File: src/adc_ctl_pkg.sv
package adc_ctl_pkg;
	// converter result
	localparam int          RESULT_W        = 10;           // result width
	localparam logic [9:0]  FULL_SCALE      = 10'h3FF;      // saturated top code
	localparam logic [9:0]  SIGN_FLIP       = 10'h200;      // msb flip for two's complement
	localparam logic [9:0]  RESULT_RST      = 10'h000;      // result after reset

	// conversion timing in conversion clock cycles
	localparam logic [6:0]  SAMPLE_CYC_0    = 7'h04;        // 4 cycles
	localparam logic [6:0]  SAMPLE_CYC_1    = 7'h08;        // 8 cycles
	localparam logic [6:0]  SAMPLE_CYC_2    = 7'h10;        // 16 cycles
	localparam logic [6:0]  SAMPLE_CYC_3    = 7'h40;        // 64 cycles
	localparam logic [6:0]  CONVERT_CYC     = 7'h0B;        // 11 cycles of conversion

	// reference settling
	localparam int          CLK_PERIOD_PS   = 25000;        // 40 MHz
	localparam int          REF_SETTLE_US   = 30;           // longest settle time
	localparam int          REF_SETTLE_CYC  = (REF_SETTLE_US * 1000000 + CLK_PERIOD_PS - 1)
	                                          / CLK_PERIOD_PS;
	localparam int          STALL_LIMIT_DEF = 1024;         // ref_clk cycles without a tick

	// input multiplexer
	localparam int          EXT_CHANNELS    = 8;            // external inputs
	localparam int          INT_CHANNELS    = 4;            // internal sources
	localparam int          NUM_CHANNELS    = EXT_CHANNELS + INT_CHANNELS;

	// reset values of configuration
	localparam logic [1:0]  CLK_SRC_RST     = 2'h0;         // subsystem clock
	localparam logic [2:0]  CLK_DIV_RST     = 3'h0;         // divide by one
	localparam logic [1:0]  SHT_RST         = 2'h0;         // 4 cycles
	localparam logic [3:0]  CHANNEL_RST     = 4'h0;         // channel 0

	// conversion clock sources
	typedef enum logic [1:0] {
		SRC_SUBSYSTEM = 2'b00,
		SRC_MAIN      = 2'b01,
		SRC_AUX       = 2'b10,
		SRC_OSC       = 2'b11
	} clk_src_t;

	// conversion sequencer states
	typedef enum logic [1:0] {
		ST_IDLE    = 2'b00,
		ST_SYNC    = 2'b01,
		ST_SAMPLE  = 2'b10,
		ST_CONVERT = 2'b11
	} conv_state_t;
endpackage

File: src/conv_clk_divider.sv
`timescale 1ns/1ps
module conv_clk_divider (
	input  wire logic                   ref_clk,
	input  wire logic                   rst,
	input  wire logic [3:0]             sourceTick,      // one pulse per source clock edge
	input  wire adc_ctl_pkg::clk_src_t  clkSourceSelect, // chosen source
	input  wire logic [2:0]             clkDivideSelect, // ratio minus one
	input  wire logic                   run,             // divider counts while high
	output logic                        convTick         // one pulse per conversion clock
);
	import adc_ctl_pkg::*;

	logic [2:0] divCount;   // source edges seen since last tick
	logic       srcEdge;    // edge of the chosen source

	// pick one source out of four
	always_comb begin
		case (clkSourceSelect)
			SRC_SUBSYSTEM: srcEdge = sourceTick[0];
			SRC_MAIN:      srcEdge = sourceTick[1];
			SRC_AUX:       srcEdge = sourceTick[2];
			SRC_OSC:       srcEdge = sourceTick[3];
			default:       srcEdge = 1'b0;
		endcase
	end

	// divide by field value plus one, restarting while stopped
	always_ff @(posedge ref_clk) begin
		if (rst || !run) begin
			divCount <= 3'h0;
			convTick <= 1'b0;
		end else if (srcEdge && divCount == clkDivideSelect) begin
			divCount <= 3'h0;
			convTick <= 1'b1;
		end else begin
			divCount <= srcEdge ? divCount + 3'h1 : divCount;
			convTick <= 1'b0;
		end
	end
endmodule // conv_clk_divider

File: src/adc_control_ref_power.sv
// Overview of operation
// result saturates at full scale or zero
// result straight binary or two's complement
// core enabled only with core power-on set
// control writes ignored while gate set
// no conversion unless gate set
// one conversion clock times sampling and steps
// four clock sources, divided one to eight
// stopped clock aborts conversion, result invalid
// mux selects one of twelve channels
// break-before-make channel switching
// unselected channels isolated, node grounded
// analog enable disables pin buffers
// reference-on enables band-gap and buffer
// level select picks 2.5 V or 1.5 V
// both select bits buffer external reference
// software waits up to 30 us settling
// buffer off when idle, band-gap stays on; the code keeps the buffer on while idle when driving the pin with burst clear
// burst bit limits buffer to active periods
// slow-rate bit sets reduced-power buffer
// core powered down when no conversion active
// internal oscillator runs only when needed
// sample period 4, 8, 16 or 64 cycles
// conversion takes 11 conversion clock cycles
// activity flag drives all automatic power-down
// divide field three bits, ratio value plus one
`timescale 1ns/1ps
module adc_control_ref_power #(
	parameter int STALL_LIMIT = adc_ctl_pkg::STALL_LIMIT_DEF  // cycles before a stalled clock aborts
) (
	input  wire logic                   ref_clk,
	input  wire logic                   rst,
	// control inputs
	input  wire logic                   cfgWrite,
	input  wire logic                   convEnableGate,
	input  wire logic                   startConv,
	input  wire logic                   corePowerOn,
	input  wire adc_ctl_pkg::clk_src_t  clkSourceSelect,
	input  wire logic [2:0]             clkDivideSelect,
	input  wire logic [1:0]             sampleHoldTimeSelect,
	input  wire logic [3:0]             channelSelect,
	input  wire logic                   twosComplement,
	input  wire logic                   refGeneratorOn,
	input  wire logic                   refLevelSelect,
	input  wire logic                   refPinOutput,
	input  wire logic                   refSelectBit0,
	input  wire logic                   refSelectBit1,
	input  wire logic                   refBufferBurst,
	input  wire logic                   refBufferSlowRate,
	input  wire logic [7:0]             analogPinEnable,
	// clock sources, one pulse per edge
	input  wire logic                   subsystemTick,
	input  wire logic                   mainTick,
	input  wire logic                   auxTick,
	input  wire logic                   oscTick,
	// analog core
	input  wire logic                   compHigh,
	output logic [9:0]                  dacCode,
	output logic                        coreEnable,
	output logic                        sampleActive,
	output logic                        oscEnable,
	output logic [11:0]                 muxConnect,
	output logic [11:0]                 muxGroundNode,
	output logic [7:0]                  pinInputDisable,
	output logic [7:0]                  pinOutputDisable,
	// reference generator
	output logic                        bandgapEnable,
	output logic                        refBufferEnable,
	output logic                        refLevel2v5,
	output logic                        refBufferExternal,
	output logic                        refBufferLowPower,
	output logic                        refDriveOut,
	output logic                        refReady,
	// status
	output logic [9:0]                  conversionResult,
	output logic                        resultValid,
	output logic                        resultInvalid,
	output logic                        busy
);
	import adc_ctl_pkg::*;

	// locked configuration
	logic        cfgCorePower;       // core power-on
	clk_src_t    cfgClkSource;       // clock source
	logic [2:0]  cfgClkDivide;       // clock divide
	logic [1:0]  cfgSampleHold;      // sample length code
	logic [3:0]  cfgChannel;         // selected channel
	logic        cfgTwos;            // result format
	logic        cfgRefOn;           // reference on
	logic        cfgRefLevel;        // 2.5 V when set
	logic        cfgRefOut;          // reference on pin
	logic [1:0]  cfgRefSelect;       // reference select pair
	logic        cfgBurst;           // burst buffer
	logic        cfgSlowRate;        // low-power buffer

	// sequencer
	conv_state_t state;              // sequencer state
	logic [6:0]  tickCount;          // conversion clock cycles in this phase
	logic [9:0]  sarReg;             // successive approximation register
	logic [9:0]  bitMask;            // bit under trial
	logic        convTick;           // conversion clock pulse
	logic        active;             // conversion activity
	logic [15:0] stallCount;         // ref_clk cycles since last tick
	logic [11:0] wantConnect;        // channel the mux should close
	logic [15:0] settleCount;        // reference settle timer

	// sample length from the hold-time code
	function automatic logic [6:0] sampleCycles(input logic [1:0] sel);
		case (sel)
			2'h0:    sampleCycles = SAMPLE_CYC_0;
			2'h1:    sampleCycles = SAMPLE_CYC_1;
			2'h2:    sampleCycles = SAMPLE_CYC_2;
			default: sampleCycles = SAMPLE_CYC_3;
		endcase
	endfunction

	// one-hot code of a channel, empty for codes past the last channel
	function automatic logic [11:0] channelOneHot(input logic [3:0] chan);
		logic [11:0] code;
		code = 12'h000;
		for (int i = 0; i < NUM_CHANNELS; i++) begin
			if (chan == 4'(i)) begin
				code[i] = 1'b1;
			end
		end
		channelOneHot = code;
	endfunction

	// configuration is loaded only while the gate is clear
	always_ff @(posedge ref_clk) begin
		if (rst) begin
			cfgCorePower <= 1'b0;
			cfgClkSource <= clk_src_t'(CLK_SRC_RST);
			cfgClkDivide <= CLK_DIV_RST;
			cfgSampleHold <= SHT_RST;
			cfgChannel <= CHANNEL_RST;
			cfgTwos <= 1'b0;
			cfgRefOn <= 1'b0;
			cfgRefLevel <= 1'b0;
			cfgRefOut <= 1'b0;
			cfgRefSelect <= 2'h0;
			cfgBurst <= 1'b0;
			cfgSlowRate <= 1'b0;
		end else if (cfgWrite && !convEnableGate) begin
			cfgCorePower <= corePowerOn;
			cfgClkSource <= clkSourceSelect;
			cfgClkDivide <= clkDivideSelect;
			cfgSampleHold <= sampleHoldTimeSelect;
			cfgChannel <= channelSelect;
			cfgTwos <= twosComplement;
			cfgRefOn <= refGeneratorOn;
			cfgRefLevel <= refLevelSelect;
			cfgRefOut <= refPinOutput;
			cfgRefSelect <= {refSelectBit1, refSelectBit0};
			cfgBurst <= refBufferBurst;
			cfgSlowRate <= refBufferSlowRate;
		end
	end

	// activity spans the wait for sync through the end of conversion
	assign active = (state != ST_IDLE);

	// conversion clock generation
	conv_clk_divider divider (
		.ref_clk         (ref_clk),
		.rst             (rst),
		.sourceTick      ({oscTick, auxTick, mainTick, subsystemTick}),
		.clkSourceSelect (cfgClkSource),
		.clkDivideSelect (cfgClkDivide),
		.run             (active),
		.convTick        (convTick)
	);

	// trial code offered to the comparator
	assign dacCode = sarReg | bitMask;

	// sample, then convert, all counted on the conversion clock
	always_ff @(posedge ref_clk) begin
		if (rst) begin
			state <= ST_IDLE;
			tickCount <= 7'h00;
			sarReg <= RESULT_RST;
			bitMask <= RESULT_RST;
		end else begin
			case (state)
				ST_IDLE: begin
					tickCount <= 7'h00;
					if (startConv && convEnableGate && cfgCorePower) begin
						state <= ST_SYNC;
					end
				end
				ST_SYNC: begin
					// first conversion clock edge starts sampling
					if (convTick) begin
						state <= ST_SAMPLE;
						tickCount <= 7'h01;
					end
				end
				ST_SAMPLE: begin
					if (convTick) begin
						if (tickCount == sampleCycles(cfgSampleHold)) begin
							state <= ST_CONVERT;
							tickCount <= 7'h01;
							sarReg <= RESULT_RST;
							bitMask <= SIGN_FLIP;
						end else begin
							tickCount <= tickCount + 7'h01;
						end
					end
				end
				ST_CONVERT: begin
					if (convTick) begin
						// keep the trial bit while the input is at or above it
						if (bitMask != RESULT_RST && compHigh) begin
							sarReg <= dacCode;
						end
						bitMask <= bitMask >> 1;
						tickCount <= tickCount + 7'h01;
						if (tickCount == CONVERT_CYC) begin
							state <= ST_IDLE;
						end
					end
				end
				default: state <= ST_IDLE;
			endcase
			// a stalled conversion clock abandons the conversion
			if (state != ST_IDLE && stallCount == 16'(STALL_LIMIT)) begin
				state <= ST_IDLE;
			end
		end
	end

	// watchdog on the conversion clock
	always_ff @(posedge ref_clk) begin
		if (rst || state == ST_IDLE || convTick) begin
			stallCount <= 16'h0000;
		end else if (stallCount != 16'(STALL_LIMIT)) begin
			stallCount <= stallCount + 16'h0001;
		end
	end

	// result register and its format
	always_ff @(posedge ref_clk) begin
		if (rst) begin
			conversionResult <= RESULT_RST;
			resultValid <= 1'b0;
		end else if (state == ST_CONVERT && convTick && tickCount == CONVERT_CYC) begin
			// full scale stays FULL_SCALE in straight binary
			conversionResult <= cfgTwos ? (sarReg ^ SIGN_FLIP) : sarReg;
			resultValid <= 1'b1;
		end else begin
			resultValid <= 1'b0;
		end
	end

	// invalid flag, set by an abort, cleared by the next start; set wins
	always_ff @(posedge ref_clk) begin
		if (rst) begin
			resultInvalid <= 1'b0;
		end else if (state != ST_IDLE && stallCount == 16'(STALL_LIMIT)) begin
			resultInvalid <= 1'b1;
		end else if (state == ST_IDLE && startConv && convEnableGate && cfgCorePower) begin
			resultInvalid <= 1'b0;
		end
	end

	// what the mux should close: selected channel during sampling only
	assign wantConnect = (state == ST_SAMPLE) ? channelOneHot(cfgChannel) : 12'h000;

	// open everything for a cycle before closing a different switch
	always_ff @(posedge ref_clk) begin
		if (rst) begin
			muxConnect <= 12'h000;
		end else if (muxConnect != 12'h000 && muxConnect != wantConnect) begin
			muxConnect <= 12'h000;
		end else begin
			muxConnect <= wantConnect;
		end
	end

	// every open switch grounds its middle node
	always_ff @(posedge ref_clk) begin
		if (rst) begin
			muxGroundNode <= 12'hFFF;
		end else if (muxConnect != 12'h000 && muxConnect != wantConnect) begin
			muxGroundNode <= 12'hFFF;
		end else begin
			muxGroundNode <= ~wantConnect;
		end
	end

	// port pin buffers follow the analog enable bits
	always_ff @(posedge ref_clk) begin
		if (rst) begin
			pinInputDisable <= 8'h00;
			pinOutputDisable <= 8'h00;
		end else begin
			pinInputDisable <= analogPinEnable;
			pinOutputDisable <= analogPinEnable;
		end
	end

	// core power and oscillator follow activity
	always_ff @(posedge ref_clk) begin
		if (rst) begin
			coreEnable <= 1'b0;
			oscEnable <= 1'b0;
			sampleActive <= 1'b0;
			busy <= 1'b0;
		end else begin
			coreEnable <= cfgCorePower && active;
			oscEnable <= active && cfgClkSource == SRC_OSC;
			sampleActive <= (state == ST_SAMPLE);
			busy <= active;
		end
	end

	// reference generator enables
	always_ff @(posedge ref_clk) begin
		if (rst) begin
			bandgapEnable <= 1'b0;
			refBufferEnable <= 1'b0;
			refLevel2v5 <= 1'b0;
			refBufferExternal <= 1'b0;
			refBufferLowPower <= 1'b0;
			refDriveOut <= 1'b0;
		end else begin
			bandgapEnable <= cfgRefOn;
			// buffer runs while converting, or always when driving the pin unburst
			refBufferEnable <= (cfgRefOn || cfgRefSelect == 2'h3)
			                   && (active || (cfgRefOut && !cfgBurst));
			refLevel2v5 <= cfgRefLevel;
			refBufferExternal <= (cfgRefSelect == 2'h3);
			refBufferLowPower <= cfgSlowRate;
			refDriveOut <= cfgRefOn && cfgRefOut;
		end
	end

	// settle timer gives software a ready indication after reference turn-on
	always_ff @(posedge ref_clk) begin
		if (rst || !cfgRefOn) begin
			settleCount <= 16'h0000;
			refReady <= 1'b0;
		end else if (settleCount == 16'(REF_SETTLE_CYC)) begin
			refReady <= 1'b1;
		end else begin
			settleCount <= settleCount + 16'h0001;
		end
	end
endmodule // adc_control_ref_power

File: config.mk
export PLATFORM = sky130hd
export DESIGN_NAME = adc_control_ref_power
export DESIGN_NICKNAME = d
export VERILOG_FILES = /design/src/adc_ctl_pkg.sv /design/src/conv_clk_divider.sv /design/src/adc_control_ref_power.sv
export SDC_FILE = /design/constraint.sdc
export NUM_CORES = 1
export LEC_CHECK = 0
export BUFFER_PORTS_ARGS = -buffer_cell sky130_fd_sc_hd__buf_2
export CELL_PAD_IN_SITES_DETAIL_PLACEMENT = 1
export CELL_PAD_IN_SITES_GLOBAL_PLACEMENT = 2
export CORE_ASPECT_RATIO = 2
export CORE_UTILIZATION = 36
export DETAILED_ROUTE_END_ITERATION = 10
export PLACE_DENSITY = 0.83
export RECOVER_POWER = 100
export SYNTH_ARGS = -nofsm -noshare
export SYNTH_HDL_FRONTEND = slang
export SYNTH_HIERARCHICAL = 1
export SYNTH_SLANG_ARGS = --single-unit
File: constraint.sdc
create_clock -name ref_clk -period 5.3 [get_ports ref_clk]
set_clock_uncertainty 0.15 [all_clocks]
set_input_delay 0.53 -clock ref_clk [delete_from_list [all_inputs] [get_ports ref_clk]]
set_output_delay 0.53 -clock ref_clk [all_outputs]
set_load 0.01 [all_outputs]
=== Yosys cells after proc, flatten, opt, wreduce, memory -nomap -nowiden ===
Cells that the tools add are included.

* Input bits: 38
* Memories kept: 0
* ROM bits: 0
* Output and inout port bits: 73
* RAM bits: 0
* Latch bits: 0
* Bits in registers: 140

* Multiplexer cells: 44
* Bitwise operators: 3
* Add/sub/neg operators: 4
* $lt $le $gt $ge: 0
* Div/mod/pow operators: 0
* Eq/ne operators: 34
* Shift-type cells: 0
* Multipliers: 0
* Reduce and logical (&&, ||, !) cells: 43

{| class="wikitable"
|+ Operators by type and width
! operator !! number
|-
| $mux 10 || 8
|-
| $mux 7 || 7
|-
| $pmux 10 s2 || 2
|-
| $add 16x1->16 const B || 2
|-
| $eq 16x11->1 const B || 2
|-
| $pmux 7 s4 || 1
|-
| $pmux 7 s3 || 1
|-
| $logic_and 1x1->1 || 17
|-
| $eq 4x3->1 const B || 4
|-
| $eq 4x4->1 const B || 4
|-
| $mux 1 || 16
|-
| $ne 16x11->1 const B || 1
|-
| $eq 2x2->1 const B || 6
|-
| $mux 12 || 1
|-
| $mux 2 || 6
|-
| $ne 12x12->1 || 1
|-
| $not 12->12 || 1
|-
| $reduce_bool 12->1 || 1
|-
| $or 10x10->10 || 1
|-
| $reduce_bool 10->1 || 1
|-
| $eq 4x2->1 const B || 2
|-
| $ne 2x2->1 const B || 4
|-
| $pmux 2 s4 || 1
|-
| $add 7x1->7 const B || 1
|-
| 19 further kinds || 37
|}

=== Logic depth before layout (Yosys ltp) ===
* Depth in word-level cells: 9
* Mapped depth: 11
* Mapped depth without buffers: 8

=== Hierarchy ===
Netlist, hierarchy kept.

{| class="wikitable"
|+ By module, submodules not included
! module !! area an instance (um2) !! sequential area each (um2) !! times used !! cells an instance
|-
| adc_control_ref_power || 5506.5 || 2722.6 || 1 || 617
|-
| conv_clk_divider || 275.3 || 80.1 || 1 || 25
|}

=== Least setup slack after synthesis ===
Ideal clock, no wire load.

* Path type: register -> register
* Start point: reg state[1]
* End point: reg muxGroundNode[9]
* Path buffers: 1
* Cell stages (with the launch flop): 9
* Setup time: 134 ps
* Data required time: 5016 ps
* Arrival: 2246 ps
* Path slack: 2769 ps
* Cell sequence: dfxtp_1 > ha_1 > nand2_1 > or3_1 > mux2i_1 > nor4_1 > a31oi_1 > buf_2 > or4_1

* Cells in the longest elaborated chain, start to end: 5
* Elaborated cells on any way between the ends: 6
* Those cells by class: 2 x eq/ne; 1 x mux; 1 x bitwise; 2 x reduce/logical

{| class="wikitable"
|+ Ends and longest elaborated chain
! what !! line !! RTL
|-
| from (decl) || adc_control_ref_power.sv:97 || <nowiki>conv_state_t state;</nowiki>
|-
| from (signal assigned) || adc_control_ref_power.sv:180 || <nowiki>state <= ST_IDLE;</nowiki>
|-
| from (signal assigned) || adc_control_ref_power.sv:189 || <nowiki>state <= ST_SYNC;</nowiki>
|-
| from (signal assigned) || adc_control_ref_power.sv:195 || <nowiki>state <= ST_SAMPLE;</nowiki>
|-
| $eq 2x2->1 * || adc_control_ref_power.sv:268 || <nowiki>assign wantConnect = (state == ST_SAMPLE) ? channelOneHot(cfgChannel) : 12'h000;</nowiki>
|-
| $mux 12 * || adc_control_ref_power.sv:268 ||
|-
| $ne 12x12->1 || adc_control_ref_power.sv:285 || <nowiki>end else if (muxConnect != 12'h000 && muxConnect != wantConnect) begin</nowiki>
|-
| $logic_and 1x1->1 || adc_control_ref_power.sv:285 ||
|-
| $reduce_or 2->1 (no source line) || n/a ||
|-
| to (signal assigned) || adc_control_ref_power.sv:288 || <nowiki>muxGroundNode <= ~wantConnect;</nowiki>
|-
| to (decl) || adc_control_ref_power.sv:63 || <nowiki>output logic [11:0] muxGroundNode,</nowiki>
|}

Every way passes the cells marked *; elsewhere a longest branch is shown, timed or not.
A chain may end at the register's enable or synchronous reset.

=== Worst setup path in the final report ===
* Start point: reg state[1]
* End point: reg muxGroundNode[2]

The elaborated chain is that of the path after synthesis.

==> reports/metrics.cfg <==
[critical_path]
critPathTopFamily = simple AND/OR/NAND/NOR gates
crit_type = reg2reg
worstPathRequired_ns = 5.43
critPathBufInv = 1
path_cells = ha_1 > nand2b_1 > or3_1 > mux2i_1 > nor4_1 > a31oi_1 > clkbuf_1 > or4_1
worstPathMaxFanout = 24
crit_arrival_ns = 3.79
critical_path.max_stage_delay_ns = 0.61
end_kind = flip-flop
cp-start-kind = flip-flop
cp_slowest_cell = ha_1

[pwr]
p_total_w = 0.002433
p_leak_nw = 2.455
p_seq_share_pct = 45.0
power_density_nw_per_um2 = 352.3
combinationalPowerShare_pct = 6.9
switching_power_w = 0.0005945
p_int_w = 0.001838
irDropWorstVdd_mv = 0.2092
switching_share_pct = 24.44
power_frac_clock_pct = 48.1

[die]
start_util_pct = 36.84
die_x_um = 91.61
die_h_um = 181.2
row_count = 65
core-area_um2 = 15700
design.die.area_um2 = 16600
boundaryPins = 111

[global_routing]
grt_pass1_vias = 5033
grt.overflow.total = 0
grt_antenna_before_repair = 3
grt_first_pass_wirelength_um = 24370
grt_max_degree = 46
gr-usage-all-layers_pct = 18.78

[synth]
synth_top_family_by_area = simple AND/OR/NAND/NOR gates
synth_warnings = 6
synth.distinct_cells = 62
postSynthAreaPerCell_um2 = 9.006
synth_xor_area_share_pct = 5.150
async_reset_ff_share_pct = 0
synthAdderAreaFrac_pct = 2.380
synth_area_um2 = 5782
yosysSeqAreaShare_pct = 48.47
synth-simple-area-share_pct = 25.75
ys_ff_latch = 140
syn_inst = 642
syn_nets = 691
synthMuxAreaShare_pct = 2.835
synth_compound_area_share_pct = 10.86
synth_edf_count = 0
ys.flop_type = dfxtp_1

[placement]
gp_congestion = 0.7992
dpl.cell_count = 917
portBuffers = 110
place_hpwl_um = 11160
placed_area_um2 = 6421

[clock_tree]
ctsHoldBuffers = 0
cts_tree = yes
cts_max_level = 4
cts_made_buffers = 17
cts_setup_buffers = 0
post_cts_resized = 0
worstSkewPairLatency_ns = 0.42
root_buffer = clkbuf_16
clock_sinks = 140
clk_pin_slew_worst_paths_ns = 0.06
cts_buffer_depth = 2

[detailed_routing]
drc_errors = 0
avgRoutedWirePerCell_um = 15.65
via_count = 4836
drtAntennaViolNets = 0
routed_via_density = 5.085
drt_wl_total_um = 14880
dr.pass1.iters = 4
drt_iter0_markers = 167

[timing]
max_slew_margin_pct = -40.96
setup_viol = 0
fmax_ghz = 0.2735
fin_crit_sh_pct = 68.98
min_period_ns = 3.656
tns_ns = 0
worst_slew_pin_slew_ns = 2.114
rsz0062_at_grt = false
slew_violations = 67
hold_viol = 0

[layout]
fin_nets = 784
syn_to_final_growth_pct = 19.43
finish.instance_area_um2 = 6905
drive_above_1_share_pct = 12.05
fin_cells = 951

[flow_run]
cap_violations = 2

[worst_hold_path]
holdCritPathClass = in2reg

[status]
violations = capacitance limit, slew limit
status = finished, violations left

-- final timing paths --
check	startpoint	end	slack [ns]	cells past startpoint
max	state[1]	muxGroundNode[2]	1.64	8
min	analogPinEnable[7]	pinOutputDisable[7]	0.17	2
max reg2reg	state[1]	muxGroundNode[2]	1.64	8
min reg2reg	refReady	refReady	0.30	2
-- state kept, by name, summed over array words and instances, names as in the netlist, 2 cells and up --
name and flops:
tickCount 7, sarReg 10, bitMask 10, cfgSampleHold 2
conversionResult 10, stallCount 16, state 2, muxGroundNode 12
settleCount 16, cfgRefSelect 2, muxConnect 12, cfgClkSource 2
divider/divCount 3, cfgClkDivide 3, pinOutputDisable 8, cfgChannel 4
-- power by group through the flow --
stage	Sequential [W]	Combinational, W	Clock (W)
6_report	0.00109	0.000168	0.00117
5_1_grt	0.00110	0.000187	0.00124
4_1_cts	0.00109	0.000174	0.00120
3_5_place_dp	0.00112	0.000173	0
3_3_place_gp	0.00112	0.000167	0
2_1_floorplan	0.00111	0.000120	0
-- stage by stage --
stage	setup WS, ns	utilization, %	hold slack [ns]
after floorplan	2.769	-	0.2719
after global placement	2.062	40.91	0.2842
after detailed placement	1.944	40.91	0.2919
after CTS	1.922	44.61	0.1641
after global routing	1.392	43.98	0.1695
final	1.644	43.99	0.1732
-- placed cells by master (no fill, tap or decap), types with 9 or more instances in the layout --
cell / n
dfxtp_1: 140
clkbuf_1: 77
nor2_1: 75
nand2_1: 67
a21oi_1: 44
buf_2: 35
xor2_1: 22
inv_1: 19
nor4_1: 17
clkbuf_16: 17
nand2b_1: 16
nand3_1: 16
nor2b_1: 15
nor3_1: 14
mux2i_1: 13
xnor2_1: 12
or3_1: 12
or2_2: 11
nand4_1: 11
ha_1: 11
a22o_1: 9
o21ai_0: 9
-- cell type report --
type                            count  area (um^2)
Antenna cell                        3        7.507
Tap cell                          201        251.5
Sequential cell                   140         2803
Clock buffer                       18        439.2
Inverter                           20        75.07
Fill cell                        1903         8791
Multi-Input combinational cell    443         2716
Clock inverter                     13        141.4
Timing Repair Buffer              113        471.7
-- cell families (layout without fill, tap and decap cells) --
kind of cell    after synthesis  count (layout)
compound gates               93              93
xor+xnor                     34              34
fa+ha+maj                    11              11
buf+inv                      59             164
flops                       140             140
mux                          15              15
other cells                   0               3
simple gates                290             290
-- per-layer routing --
| layer | vias to the layer above | GRT usage [%] | wire [um] |
|---|---|---|---|
| met5 | - | 0 | 0 |
| li1 | 2395 | - | - |
| met2 | 79 | 37.08 | 8578 |
| met1 | 2337 | 17.25 | 5339 |
| met4 | 0 | 9.333 | 405 |
| met3 | 25 | 4.461 | 558 |
-- Yosys cell counts (8+ instances only) --
cell type	n	area, um^2
xnor2_1	12	105.1
o21ai_0	9	45.04
buf_4	8	60.06
nor2_1	75	281.5
or3_1	12	75.07
nor3_1	14	70.07
clkbuf_1	21	78.83
a21oi_1	44	220.2
dfxtp_1	140	2803
nand2b_1	16	100.1
or2_2	11	68.82
nor2b_1	15	93.84
xor2_1	22	192.7
or4_1	8	60.06
a22o_1	9	78.83
nand4_1	11	68.82
nand2_1	67	251.5
mux2i_1	13	130.1
nor4_1	17	106.4
ha_1	11	137.6
inv_1	19	71.32
nand3_1	16	80.08
Power figures use the tool's default switching activity.
